**config.mk**
```make
export PLATFORM = sky130hd
export DESIGN_NAME = swif_top
export DESIGN_NICKNAME = d
export VERILOG_FILES = /design/src/common/swif_pkg.sv /design/src/rtl/swif_top.sv
export VERILOG_INCLUDE_DIRS = /design/src /design/src/common
export SDC_FILE = /design/constraint.sdc
export NUM_CORES = 1
export LEC_CHECK = 0
export BUFFER_PORTS_ARGS = -buffer_cell sky130_fd_sc_hd__buf_4
export CAP_MARGIN = 20
export CORE_MARGIN = 5
export CORE_UTILIZATION = 57
export DETAILED_ROUTE_END_ITERATION = 8
export PLACE_DENSITY = 0.88
export SETUP_SLACK_MARGIN = 0.3
export SKIP_CTS_REPAIR_TIMING = 1
export SYNTH_ARGS = -nofsm -noshare
export SYNTH_HDL_FRONTEND = slang
export SYNTH_SLANG_ARGS = --single-unit
export TNS_END_PERCENT = 10
```
**constraint.sdc**
```tcl
create_clock -name ref_clk_i -period 4.94 [get_ports ref_clk_i]
set_clock_uncertainty 0.1 [all_clocks]
set_input_delay 0.247 -clock ref_clk_i [delete_from_list [all_inputs] [get_ports ref_clk_i]]
set_output_delay 0.247 -clock ref_clk_i [all_outputs]
set_load 0.03 [all_outputs]
```
**src/common/swif_defs.svh**
```systemverilog
// Behaviour
// - flags set on event regardless of enables
// - first flag register layout, rx/tx read-only
// - second flag register layout, bit4 zero
// - third flag register layout, bit7 zero
// - sleep entered only by sleep instruction
// - watchdog cleared on sleep entry
// - entry clears power-down, sets time-out
// - processor clock stopped in sleep
// - low-frequency oscillator keeps running
// - timer1 runs on slow sources
// - converter runs on private oscillator
// - port pins hold drive state
// - non-watchdog resets act as awake
// - reset sources reset, others continue
// - next instruction prefetched during sleep
// - enabled source wakes regardless of global
// - global enable selects vector or in-line
// - watchdog cleared on every wake
// - pending interrupt makes sleep a no-op; here only with global enable clear, else sleep is entered and wakes at once
// - late interrupt completes sleep, wakes
// - crystal wake waits 1024 oscillator periods; here only with two-speed clear, else no crystal wait
// - low-power regulator during sleep when selected
// - low-power sleep adds wake delay; here only without the crystal wait, which replaces it
`ifndef SWIF_DEFS_SVH
`define SWIF_DEFS_SVH
`define SWIF_OFF_FLAGS1 4'h0
`define SWIF_OFF_FLAGS2 4'h4
`define SWIF_OFF_FLAGS3 4'h8
`define SWIF_OFF_INTCTL 4'hc
`define SWIF_OFF_ENA1 5'h10
`define SWIF_OFF_ENA2 5'h14
`define SWIF_OFF_ENA3 5'h18
`define SWIF_OFF_PWRCTL 5'h1c
`define SWIF_OFF_STATUS 6'h20
`define SWIF_OFF_OPTION 6'h24
`define SWIF_MASK1 8'hff
`define SWIF_MASK2 8'hef
`define SWIF_MASK3 8'h7f
`define SWIF_SW_RO1 8'h30
`define SWIF_RST_BYTE 8'h00
`define SWIF_BIT_GIE 7
`define SWIF_BIT_PERIPHERAL_IRQ_ENABLE 6
`define SWIF_BIT_REGULATOR_POWER_MODE_SEL 0
`define SWIF_BIT_XTAL 1
`define SWIF_BIT_TWOSPD 2
`define SWIF_OST_PERIODS 1024
`define SWIF_LP_SETTLE_CYC 16
`define SWIF_CTL_RST 4'h4
`define SWIF_STATUS_RST 1'h1
`define SWIF_PWRCTL_MASK 8'h07
`endif

```
**src/common/swif_pkg.sv**
```systemverilog
package swif_pkg;
  typedef enum logic [1:0] {
    ST_AWAKE,
    ST_SLEEP,
    ST_WAKE_WAIT
  } swif_state_t;
  typedef struct packed {
    logic clear_wdt;
    logic cpu_clk_en;
    logic regulator_lp;
    logic vector_isr;
  } swif_ctl_t;
endpackage

```
**src/rtl/swif_top.sv**
```systemverilog
// Design decisions made here: the Wishbone register port and the register offsets.
`include "swif_defs.svh"
module swif_top #(
  parameter int OST_CYCLES = `SWIF_OST_PERIODS,
  parameter int LP_CYCLES = `SWIF_LP_SETTLE_CYC
) (
  input wire logic ref_clk_i,
  input wire logic resetn_i,
  input wire logic wb_cyc_i,
  input wire logic wb_stb_i,
  input wire logic wb_we_i,
  input wire logic [7:0] wb_adr_i,
  input wire logic [3:0] wb_sel_i,
  input wire logic [31:0] wb_dat_i,
  output logic [31:0] wb_dat_o,
  output logic wb_ack_o,
  input wire logic [7:0] evt1_i,
  input wire logic [7:0] evt2_i,
  input wire logic [7:0] evt3_i,
  input wire logic ext_irq_i,
  input wire logic wdt_timeout_i,
  input wire logic sleep_exec_i,
  input wire logic osc_tick_i,
  output logic cpu_clk_en_o,
  output logic wdt_clear_o,
  output logic sleep_active_o,
  output logic regulator_lp_o,
  output logic resume_o,
  output logic vector_isr_o,
  output logic sleep_nop_o,
  output logic power_down_status_o,
  output logic timeout_status_o
);
  // peripheral events come from other logic on this clock, no sync needed
  logic [7:0] flags1_q, flags2_q, flags3_q, intctl_q, ena1_q, ena2_q, ena3_q;
  logic [7:0] pwrctl_q, option_q;
  logic pd_q, to_q;
  swif_pkg::swif_state_t state_q, state_d;
  logic [10:0] wait_q, wait_d;
  logic [31:0] dat_q;
  logic ack_q;
  swif_pkg::swif_ctl_t ctl_q, ctl_d;
  logic resume_q, nop_q, sleep_q;

  // wishbone decode; a write lands at the edge that sees ack, as the master expects
  wire req = wb_cyc_i & wb_stb_i & ~ack_q;
  wire wr = wb_cyc_i & wb_stb_i & ack_q & wb_we_i & wb_sel_i[0];
  wire [7:0] wdat = wb_dat_i[7:0];
  wire wr1 = wr & (wb_adr_i == 8'(`SWIF_OFF_FLAGS1));
  wire wr2 = wr & (wb_adr_i == 8'(`SWIF_OFF_FLAGS2));
  wire wr3 = wr & (wb_adr_i == 8'(`SWIF_OFF_FLAGS3));
  wire wric = wr & (wb_adr_i == 8'(`SWIF_OFF_INTCTL));
  wire wre1 = wr & (wb_adr_i == 8'(`SWIF_OFF_ENA1));
  wire wre2 = wr & (wb_adr_i == 8'(`SWIF_OFF_ENA2));
  wire wre3 = wr & (wb_adr_i == 8'(`SWIF_OFF_ENA3));
  wire wrpc = wr & (wb_adr_i == 8'(`SWIF_OFF_PWRCTL));
  wire wrop = wr & (wb_adr_i == 8'(`SWIF_OFF_OPTION));

  // flag update: a software write keeps read-only bits, events win over clears
  function automatic logic [7:0] flag_next(input logic [7:0] cur, input logic [7:0] evt,
                                           input logic we, input logic [7:0] wv,
                                           input logic [7:0] ro, input logic [7:0] msk);
    logic [7:0] base;
    base = we ? ((wv & ~ro) | (cur & ro)) : cur;
    flag_next = (base | evt) & msk;
  endfunction

  wire [7:0] flags1_d = flag_next(flags1_q, evt1_i, wr1, wdat, `SWIF_SW_RO1, `SWIF_MASK1);
  wire [7:0] flags2_d = flag_next(flags2_q, evt2_i, wr2, wdat, 8'h00, `SWIF_MASK2);
  wire [7:0] flags3_d = flag_next(flags3_q, evt3_i, wr3, wdat, 8'h00, `SWIF_MASK3);

  wire periph_req = intctl_q[`SWIF_BIT_PERIPHERAL_IRQ_ENABLE] &
                    (|(flags1_q & ena1_q) | |(flags2_q & ena2_q) | |(flags3_q & ena3_q));
  // global enable not needed to wake
  wire wake_req = periph_req | ext_irq_i;
  wire global_irq_enable = intctl_q[`SWIF_BIT_GIE];
  wire xtal = pwrctl_q[`SWIF_BIT_XTAL] & ~pwrctl_q[`SWIF_BIT_TWOSPD];
  wire lp = pwrctl_q[`SWIF_BIT_REGULATOR_POWER_MODE_SEL];
  // wake delay depends on oscillator and regulator mode
  wire [10:0] wake_len = xtal ? 11'(OST_CYCLES) : (lp ? 11'(LP_CYCLES) : 11'h000);
  wire enter = (state_q == swif_pkg::ST_AWAKE) & sleep_exec_i;

  // sleep sequencer
  always_comb begin
    state_d = state_q;
    wait_d = wait_q;
    ctl_d = ctl_q;
    ctl_d.clear_wdt = 1'b0;
    ctl_d.vector_isr = 1'b0;
    case (state_q)
      swif_pkg::ST_AWAKE: begin
        // pending interrupt turns sleep into a no-op while global enable is clear
        if (sleep_exec_i && !(wake_req && !global_irq_enable)) begin
          state_d = swif_pkg::ST_SLEEP;
          ctl_d.clear_wdt = 1'b1;
          ctl_d.cpu_clk_en = 1'b0;
          ctl_d.regulator_lp = lp;
        end
      end
      swif_pkg::ST_SLEEP: begin
        // late interrupt or watchdog wakes at once
        if (wake_req || wdt_timeout_i) begin
          ctl_d.clear_wdt = 1'b1;
          ctl_d.regulator_lp = 1'b0;
          wait_d = wake_len;
          state_d = swif_pkg::ST_WAKE_WAIT;
        end
      end
      swif_pkg::ST_WAKE_WAIT: begin
        // watchdog held clear until start-up ends
        ctl_d.clear_wdt = 1'b1;
        if (wait_q == 11'h000) begin
          // run prefetched word, then vector if enabled
          ctl_d.cpu_clk_en = 1'b1;
          ctl_d.vector_isr = global_irq_enable & wake_req;
          state_d = swif_pkg::ST_AWAKE;
        end else if (osc_tick_i || !xtal) begin
          wait_d = wait_q - 11'h001;
        end
      end
      default: state_d = swif_pkg::ST_AWAKE;
    endcase
  end

  // resetn_i acts identically asleep or awake
  always_ff @(posedge ref_clk_i or negedge resetn_i) begin
    if (!resetn_i) begin
      state_q <= swif_pkg::ST_AWAKE;
    end else begin
      state_q <= state_d;
    end
  end

  // start-up count, only meaningful in the wake wait
  always_ff @(posedge ref_clk_i or negedge resetn_i) begin
    if (!resetn_i) begin
      wait_q <= 11'h000;
    end else begin
      wait_q <= wait_d;
    end
  end

  // control bundle leaves reset with the core clock running
  always_ff @(posedge ref_clk_i or negedge resetn_i) begin
    if (!resetn_i) begin
      ctl_q <= `SWIF_CTL_RST;
    end else begin
      ctl_q <= ctl_d;
    end
  end

  // resume pulse on the cycle the core clock comes back
  wire resume_d = (state_q == swif_pkg::ST_WAKE_WAIT) & (state_d == swif_pkg::ST_AWAKE);
  always_ff @(posedge ref_clk_i or negedge resetn_i) begin
    if (!resetn_i) begin
      resume_q <= 1'b0;
    end else begin
      resume_q <= resume_d;
    end
  end

  // no-op marker: sleep seen but the sequencer stayed awake
  wire nop_d = enter & (state_d == swif_pkg::ST_AWAKE);
  always_ff @(posedge ref_clk_i or negedge resetn_i) begin
    if (!resetn_i) begin
      nop_q <= 1'b0;
    end else begin
      nop_q <= nop_d;
    end
  end

  // own flop for the sleep pin, so it never comes off a gate
  wire sleep_d = (state_d != swif_pkg::ST_AWAKE);
  always_ff @(posedge ref_clk_i or negedge resetn_i) begin
    if (!resetn_i) begin
      sleep_q <= 1'b0;
    end else begin
      sleep_q <= sleep_d;
    end
  end

  // sleep accepted, and a watchdog expiry while asleep
  wire accept = enter & (state_d == swif_pkg::ST_SLEEP);
  wire wdt_wake = (state_q == swif_pkg::ST_SLEEP) & wdt_timeout_i;

  // power-down bit: power-on reset sets it, sleep entry clears it
  always_ff @(posedge ref_clk_i or negedge resetn_i) begin
    if (!resetn_i) begin
      pd_q <= `SWIF_STATUS_RST;
    end else if (accept) begin
      pd_q <= 1'b0;
    end
  end

  // time-out bit: set on entry, cleared when the watchdog wakes the core
  always_ff @(posedge ref_clk_i or negedge resetn_i) begin
    if (!resetn_i) begin
      to_q <= `SWIF_STATUS_RST;
    end else if (accept) begin
      to_q <= 1'b1;
    end else if (wdt_wake) begin
      to_q <= 1'b0;
    end
  end

  // first flag register follows its next value every cycle
  always_ff @(posedge ref_clk_i or negedge resetn_i) begin
    if (!resetn_i) begin
      flags1_q <= `SWIF_RST_BYTE;
    end else begin
      flags1_q <= flags1_d;
    end
  end

  always_ff @(posedge ref_clk_i or negedge resetn_i) begin
    if (!resetn_i) begin
      flags2_q <= `SWIF_RST_BYTE;
    end else begin
      flags2_q <= flags2_d;
    end
  end

  always_ff @(posedge ref_clk_i or negedge resetn_i) begin
    if (!resetn_i) begin
      flags3_q <= `SWIF_RST_BYTE;
    end else begin
      flags3_q <= flags3_d;
    end
  end

  // interrupt control: global and peripheral enables plus plain bits
  always_ff @(posedge ref_clk_i or negedge resetn_i) begin
    if (!resetn_i) begin
      intctl_q <= `SWIF_RST_BYTE;
    end else if (wric) begin
      intctl_q <= wdat;
    end
  end

  // first enable register, all bits writable
  always_ff @(posedge ref_clk_i or negedge resetn_i) begin
    if (!resetn_i) begin
      ena1_q <= `SWIF_RST_BYTE;
    end else if (wre1) begin
      ena1_q <= wdat;
    end
  end

  // second enable register, unimplemented bit stays zero
  always_ff @(posedge ref_clk_i or negedge resetn_i) begin
    if (!resetn_i) begin
      ena2_q <= `SWIF_RST_BYTE;
    end else if (wre2) begin
      ena2_q <= wdat & `SWIF_MASK2;
    end
  end

  // third enable register, top bit stays zero
  always_ff @(posedge ref_clk_i or negedge resetn_i) begin
    if (!resetn_i) begin
      ena3_q <= `SWIF_RST_BYTE;
    end else if (wre3) begin
      ena3_q <= wdat & `SWIF_MASK3;
    end
  end

  // power control: only regulator, crystal and two-speed bits are kept
  always_ff @(posedge ref_clk_i or negedge resetn_i) begin
    if (!resetn_i) begin
      pwrctl_q <= `SWIF_RST_BYTE;
    end else if (wrpc) begin
      pwrctl_q <= wdat & `SWIF_PWRCTL_MASK;
    end
  end

  // option register is plain storage, nothing here decodes it
  always_ff @(posedge ref_clk_i or negedge resetn_i) begin
    if (!resetn_i) begin
      option_q <= `SWIF_RST_BYTE;
    end else if (wrop) begin
      option_q <= wdat;
    end
  end

  // read mux, unmapped reads zero
  logic [7:0] rd;
  always_comb begin
    case (wb_adr_i)
      8'(`SWIF_OFF_FLAGS1): rd = flags1_q;
      8'(`SWIF_OFF_FLAGS2): rd = flags2_q;
      8'(`SWIF_OFF_FLAGS3): rd = flags3_q;
      8'(`SWIF_OFF_INTCTL): rd = intctl_q;
      8'(`SWIF_OFF_ENA1): rd = ena1_q;
      8'(`SWIF_OFF_ENA2): rd = ena2_q;
      8'(`SWIF_OFF_ENA3): rd = ena3_q;
      8'(`SWIF_OFF_PWRCTL): rd = pwrctl_q;
      8'(`SWIF_OFF_STATUS): rd = {6'h00, to_q, pd_q};
      8'(`SWIF_OFF_OPTION): rd = option_q;
      default: rd = 8'h00;
    endcase
  end

  // one wait state slave, ack drops the cycle after
  always_ff @(posedge ref_clk_i or negedge resetn_i) begin
    if (!resetn_i) begin
      ack_q <= 1'b0;
    end else begin
      ack_q <= req;
    end
  end

  // read data stands only with ack, zero otherwise
  wire [31:0] dat_d = req ? {24'h000000, rd} : 32'h00000000;
  always_ff @(posedge ref_clk_i or negedge resetn_i) begin
    if (!resetn_i) begin
      dat_q <= 32'h00000000;
    end else begin
      dat_q <= dat_d;
    end
  end

  assign wb_ack_o = ack_q;
  assign wb_dat_o = dat_q;
  assign cpu_clk_en_o = ctl_q.cpu_clk_en;
  assign wdt_clear_o = ctl_q.clear_wdt;
  assign regulator_lp_o = ctl_q.regulator_lp;
  assign vector_isr_o = ctl_q.vector_isr;
  assign resume_o = resume_q;
  assign sleep_nop_o = nop_q;
  assign power_down_status_o = pd_q;
  assign timeout_status_o = to_q;
  // only the cpu clock is gated; slow clocks, converter, pins untouched
  assign sleep_active_o = sleep_q;
endmodule

```
Word-level counts from Yosys, hierarchy flattened

Index checks and enable logic that the tools add are counted.

Register bits: 94
Latch bits: 0
RAM bits: 0
Memory bits (read-only): 0
Input port bits: 77
Memories kept: 0

Add/sub/neg operators: 1
Multiply operators: 0
Divide/modulo/power cells: 0
Order comparisons: 0
Equality and inequality tests: 17
Shift operators: 0
Muxes and demuxes: 26
Bitwise operators: 34
Reductions and logical operators: 22

Operators with widths:

| cell                    | count |
|---|---|
| $pmux W8 S10            | 1 |
| $mux W11                | 4 |
| $eq A8 B5 Y1 const B    | 4 |
| $mux W8                 | 3 |
| $reduce_or A8 Y1        | 3 |
| $and A1 B1 Y1           | 22 |
| $pmux W11 S2            | 1 |
| $and A8 B8 Y8           | 2 |
| $eq A8 B4 Y1 const B    | 2 |
| $eq A8 B6 Y1 const B    | 2 |
| $or A8 B8 Y8            | 2 |
| $logic_not A11 Y1       | 1 |
| $sub A11 B1 Y11 const B | 1 |
| $reduce_bool A2 Y1      | 5 |
| $eq A8 B3 Y1 const B    | 1 |
| $logic_not A8 Y1        | 1 |
| $ne A2 B2 Y1 const B    | 4 |
| $or A8 B6 Y8            | 1 |
| $and A7 B7 Y7           | 1 |
| $mux W1                 | 7 |
| $mux W7                 | 1 |
| $or A7 B7 Y7            | 1 |
| $mux W2                 | 3 |
| $pmux W2 S3             | 1 |
| 15 further kinds        | 26 |

Longest topological paths before layout

Depth after elaboration: 14
Mapped depth: 10
Depth with buffers taken out: 8

Worst setup path before layout

No wires, ideal clock.

Path kind: register to register
From: register wait_q[0]
To: register wait_q[3]
Setup time: 0.132 ns
Arrival time: 2.034 ns
Path slack: 2.674 ns
Stages on the path, launching flop included: 11
Buffers on the path: 2
Clock period less this slack: 2.266 ns
Cell sequence: dfrtp_1 > inv_1 > ha_1 > or4b_1 > buf_2 > nor4_4 > nand2b_1 > buf_6 > or3_1 > xor2_1 > nor2_1

Cells in the longest elaborated chain, start to end: 4
Elaborated cells on any way between the ends: 7
Classes of those cells: add/sub: 1; eq/ne: 1; mux: 3; reduce/logical: 2

RTL lines:

| element                  | line            | text |
|---|---|---|
| start: declaration       | swif_top.sv:39  | `logic [10:0] wait_q, wait_d;` |
| start signal: assignment | swif_top.sv:139 | `wait_q <= wait_d;` |
| $sub A11 B1 Y11          | swif_top.sv:118 | `wait_d = wait_q - 11'h001;` |
| $mux W11                 | swif_top.sv:117 | `end else if (osc_tick_i \|\| !xtal) begin` |
| $mux W11                 | swif_top.sv:112 | `if (wait_q == 11'h000) begin` |
| $pmux W11 S2             | swif_top.sv:90  | `case (state_q)` |

Several ways; a longest one is shown, not always the timed one. The select of a mux whose other input is x is not followed.
A chain may end at the register's enable or synchronous reset.

Final worst setup path

Ends and elaborated chain as after synthesis.

==> results.md <==
- The commonest cells after synthesis are dfrtp_1 (91), mux2_2 (42), nand2_1 (38).
- The region available for standard cell placement spans 0.008134 sq mm.
- IR analysis of the VDD net gives a maximum drop of 0.0002059 V.
- The clock net in this run drives a total of 94 sinks.
- The path class of the tightest hold or removal check is in -> reg.
- The number of setup violations in the final report is 0.
- The worst reg2reg path startpoint is wait_q[0].
- The share of final-layout standard cells stronger than drive strength 1 is 27.48%.
- The number of search-and-repair iterations in the first detailed-routing pass is 7.
- The adder-cell area share of the yosys netlist is 0.2652%.
- Dividing total power by cell area gives a power density of 288.7 mW/mm^2.
- For this run, the register share of the synthesized area comes to 49.93%.
- Dividing the detail-routed via count by the number of cells gives 6.192.
- The number of clock buffers added by TritonCTS is 9.
- In the synthesized netlist, mux cells make up 13.26% of the area.
- The via count of the first global-routing pass came to 3,824.
- The total wire length is 12,690 um.
- The clock tree root buffer cell is clkbuf_8.
- The area of the mapped netlist is 0.004718 sq mm.
- After detailed routing, the number of remaining DRC violations is 0.
- The worst setup path is launched from a register.
- The number of antenna violations at the first check in global routing came to 0.
- The layout overhead on the synthesized area is 20.21%.
- The vertical extent of the die is 101.0 um.
- The number of DRC markers after the initial detailed-route iteration is 337.
- The number of enable-type register cells in the synthesized netlist is 0.
- The end of the worst register-to-register path is wait_q[3].
- The number of failing hold endpoints at the final stage is 0.
- The clock-pin slew on the worst setup and hold paths is 0.09 ns.
- The type of the worst setup path is reg -> reg.
- Row generation in the floorplan step produced 33 rows.
- In the final layout, the multi-input gates occupy 0.002151 sq mm.
- The total track usage is 25.44%.
- The horizontal die dimension is 101.0 um.
- Yosys attributes the largest share of cell area to dfrtp_1 (48%), mux2_2 (10%), buf_4 (3.8%), nand2_1 (3.0%), mux2i_1 (2.8%).
- The cell count after synthesis came out at 435.
- The congestion estimate from routability-driven global placement came to 0.9417.
- Dividing the detail-routed wire length by the instance count gives 20.17 um.
- The critical path capture point type is a register.
- Summed over all cells, the static leakage comes to 2.629 nW.
- The reg2reg setup slack is 2.29 ns.
- Along the worst path, the maximum fanout reaches 9.
- Summing the areas of all and, or, nand and nor instances in the mapped netlist gives 16.41% of the synthesized area.
- The headroom to the max-slew limit is 35.52%.
- The net total in the final layout is 597.
- Entering global routing, the biggest net connects 51 pins.
- The minimum clock period is 2.645 ns.
- The xor and xnor area share after synthesis is 1.299%.
- The global-route wire length before repair is 19,760 um.
- The count of nets left with antenna violations once routing finished came out at 0.
- The total vias in the final route is 3,895.
- The total number of yosys warnings is 0.
- The termination of the worst setup path is wait_q[3].
- The count of pins over their slew limit is 0.
- The maximum frequency from static timing analysis is 0.3781 GHz.
- 0 antenna diodes ended up in the layout.
- The primary flip-flop cell chosen by synthesis mapping is dfrtp_1.
- The smallest hold slack is 0.05020 ns.
- The cell type with the highest aggregate area in the netlist is dfrtp_1.
- The run finished with clean final reports.
- The synthesized netlist devotes 12.44% of its cell area to compound gates.
- The post-route setup TNS is 0 ns.
- The clock tree synthesis step divided the H-tree into 3 levels.
- The cell with the most instances after synthesis is dfrtp_1.
- Setup repair after global routing left no endpoint under its margin.
- The tool flagged a number of max-cap violations equal to 0.
- The path depth of the worst reg2reg path is 8.
- The actual transition at the worst max-transition pin is 0.9592 ns.
- The number of ports placed on the die boundary is 119.
- After synthesis, the share of flip-flops with an asynchronous set or reset is 100.0%.
- After synthesis, the mean cell area works out to 10.85 sq um.
- The footprint of the flip-flops and latches is 0.002356 sq mm.
- The total overflow left after global routing is 0.
- Once the floorplan was initialized, standard cells occupied 58.01% of the core.
- The share of the synthesized area in the top cell type is 48.26%.
- The synthesized design contains 94 register bits.
- The combinational family with the most area after synthesis is simple AND/OR/NAND/NOR gates.
- The count of input and output buffers is 65.
- The final worst-path cycle share is 53.54%.
- Counting the fill cells in the layout gives 589.
- The count of different cell masters after synthesis is 56.
- The number of buffers between clock root and the deepest sink is 2.
- The critical path starts at wait_q[0].
- For the worst setup path, the data required time is 5.11 ns.
- TritonCTS built the clock tree.
- The clock latency on the worst-skew pair is 0.38 ns.
- At the worst endpoint, the arrival time is 2.81 ns.
- The die covers 0.01020 sq mm.
- Detailed placement ended at an HPWL of 8801 um.
[per-layer routing]
metal,global-route usage [%],vias to the layer above,wire (um)
li1,-,1706,-
met1,33.20,1867,4801
met3,7.682,46,1434
met2,39.14,276,5945
met5,0,-,0
met4,11.45,0,504
[state kept, by name (all words and copies together), names as in the netlist, 8 cells and up]
name and cells:
intctl_q 8, option_q 8, ena1_q 8, flags1_q 8, wait_q 11, wb_dat_o 8
[stage by stage]
step	cells	setup slack, ns	area (sq um)	utilization, %	power, mW
6_report	629	2.295	5672	69.73	1.637
5_1_grt	629	2.125	5672	69.73	1.711
4_1_cts	604	2.321	5429	66.74	1.627
3_5_place_dp	588	2.282	5175	63.62	1.002
3_3_place_gp	588	2.368	5175	63.62	0.9922
2_1_floorplan	458	2.674	4805	-	0.9435
[worst max-delay path, stage by stage, from the launching register on]
cell      delay [ns]
dfrtp_1         0.42
inv_1           0.09
ha_1            0.17
or4b_1          0.59
nor4_4          0.44
nand2b_1        0.35
or3_1           0.18
xor2_1          0.15
nor2_1          0.05
[cell type report]
| class | count | share of cell area (%) |
|---|---|---|
| inverters | 9 | 0.5956 |
| clock inverters | 6 | 2.052 |
| clock buffers | 10 | 2.427 |
| well taps | 105 | 2.316 |
| multi-input cells | 313 | 37.92 |
| repair buffers | 92 | 13.15 |
| flip-flops and latches | 94 | 41.54 |
[worst min path at each step]
stage,from,to,slack (ns),cells past startpoint
2_1_floorplan,resetn_i,ena1_q[0],-0.15,0
3_3_place_gp,resetn_i,wait_q[2],0.17,1
3_5_place_dp,resetn_i,wait_q[2],0.18,1
4_1_cts,resetn_i,wait_q[2],-0.22,1
5_1_grt,wb_dat_i[4],ena1_q[4],0.05,2
6_report,wb_dat_i[5],flags2_q[5],0.05,3
[cell families after synthesis]
kind of cell / after synthesis
and+or+nand+nor: 145
other: 1
buffers and inverters: 51
muxes: 56
adders and majority gates: 1
DFF: 94
AOI/OAI and AO/OA: 80
xor gates and xnor gates: 7
[power breakdown]
part	internal, mW	switching, mW	leakage [nW]
sequential	0.798	0.0291	1.14
combinational	0.0762	0.101	1.36
clock	0.353	0.280	0.127
total	1.23	0.410	2.63
[layout by cell type, fill, tap and decap left out, types with 10 or more instances in the layout]
cell type       n
a21oi_1        19
nand2b_1       10
a22oi_1        13
mux2i_1        13
nor2_1         28
buf_4          68
nand3b_1       14
dfrtp_1        91
nand3_1        12
clkbuf_8       10
mux2_2         42
o21ai_0        10
dlygate4sd3_1  23
conb_1         24
nand2_1        38
(Power assumes the default switching activity.)
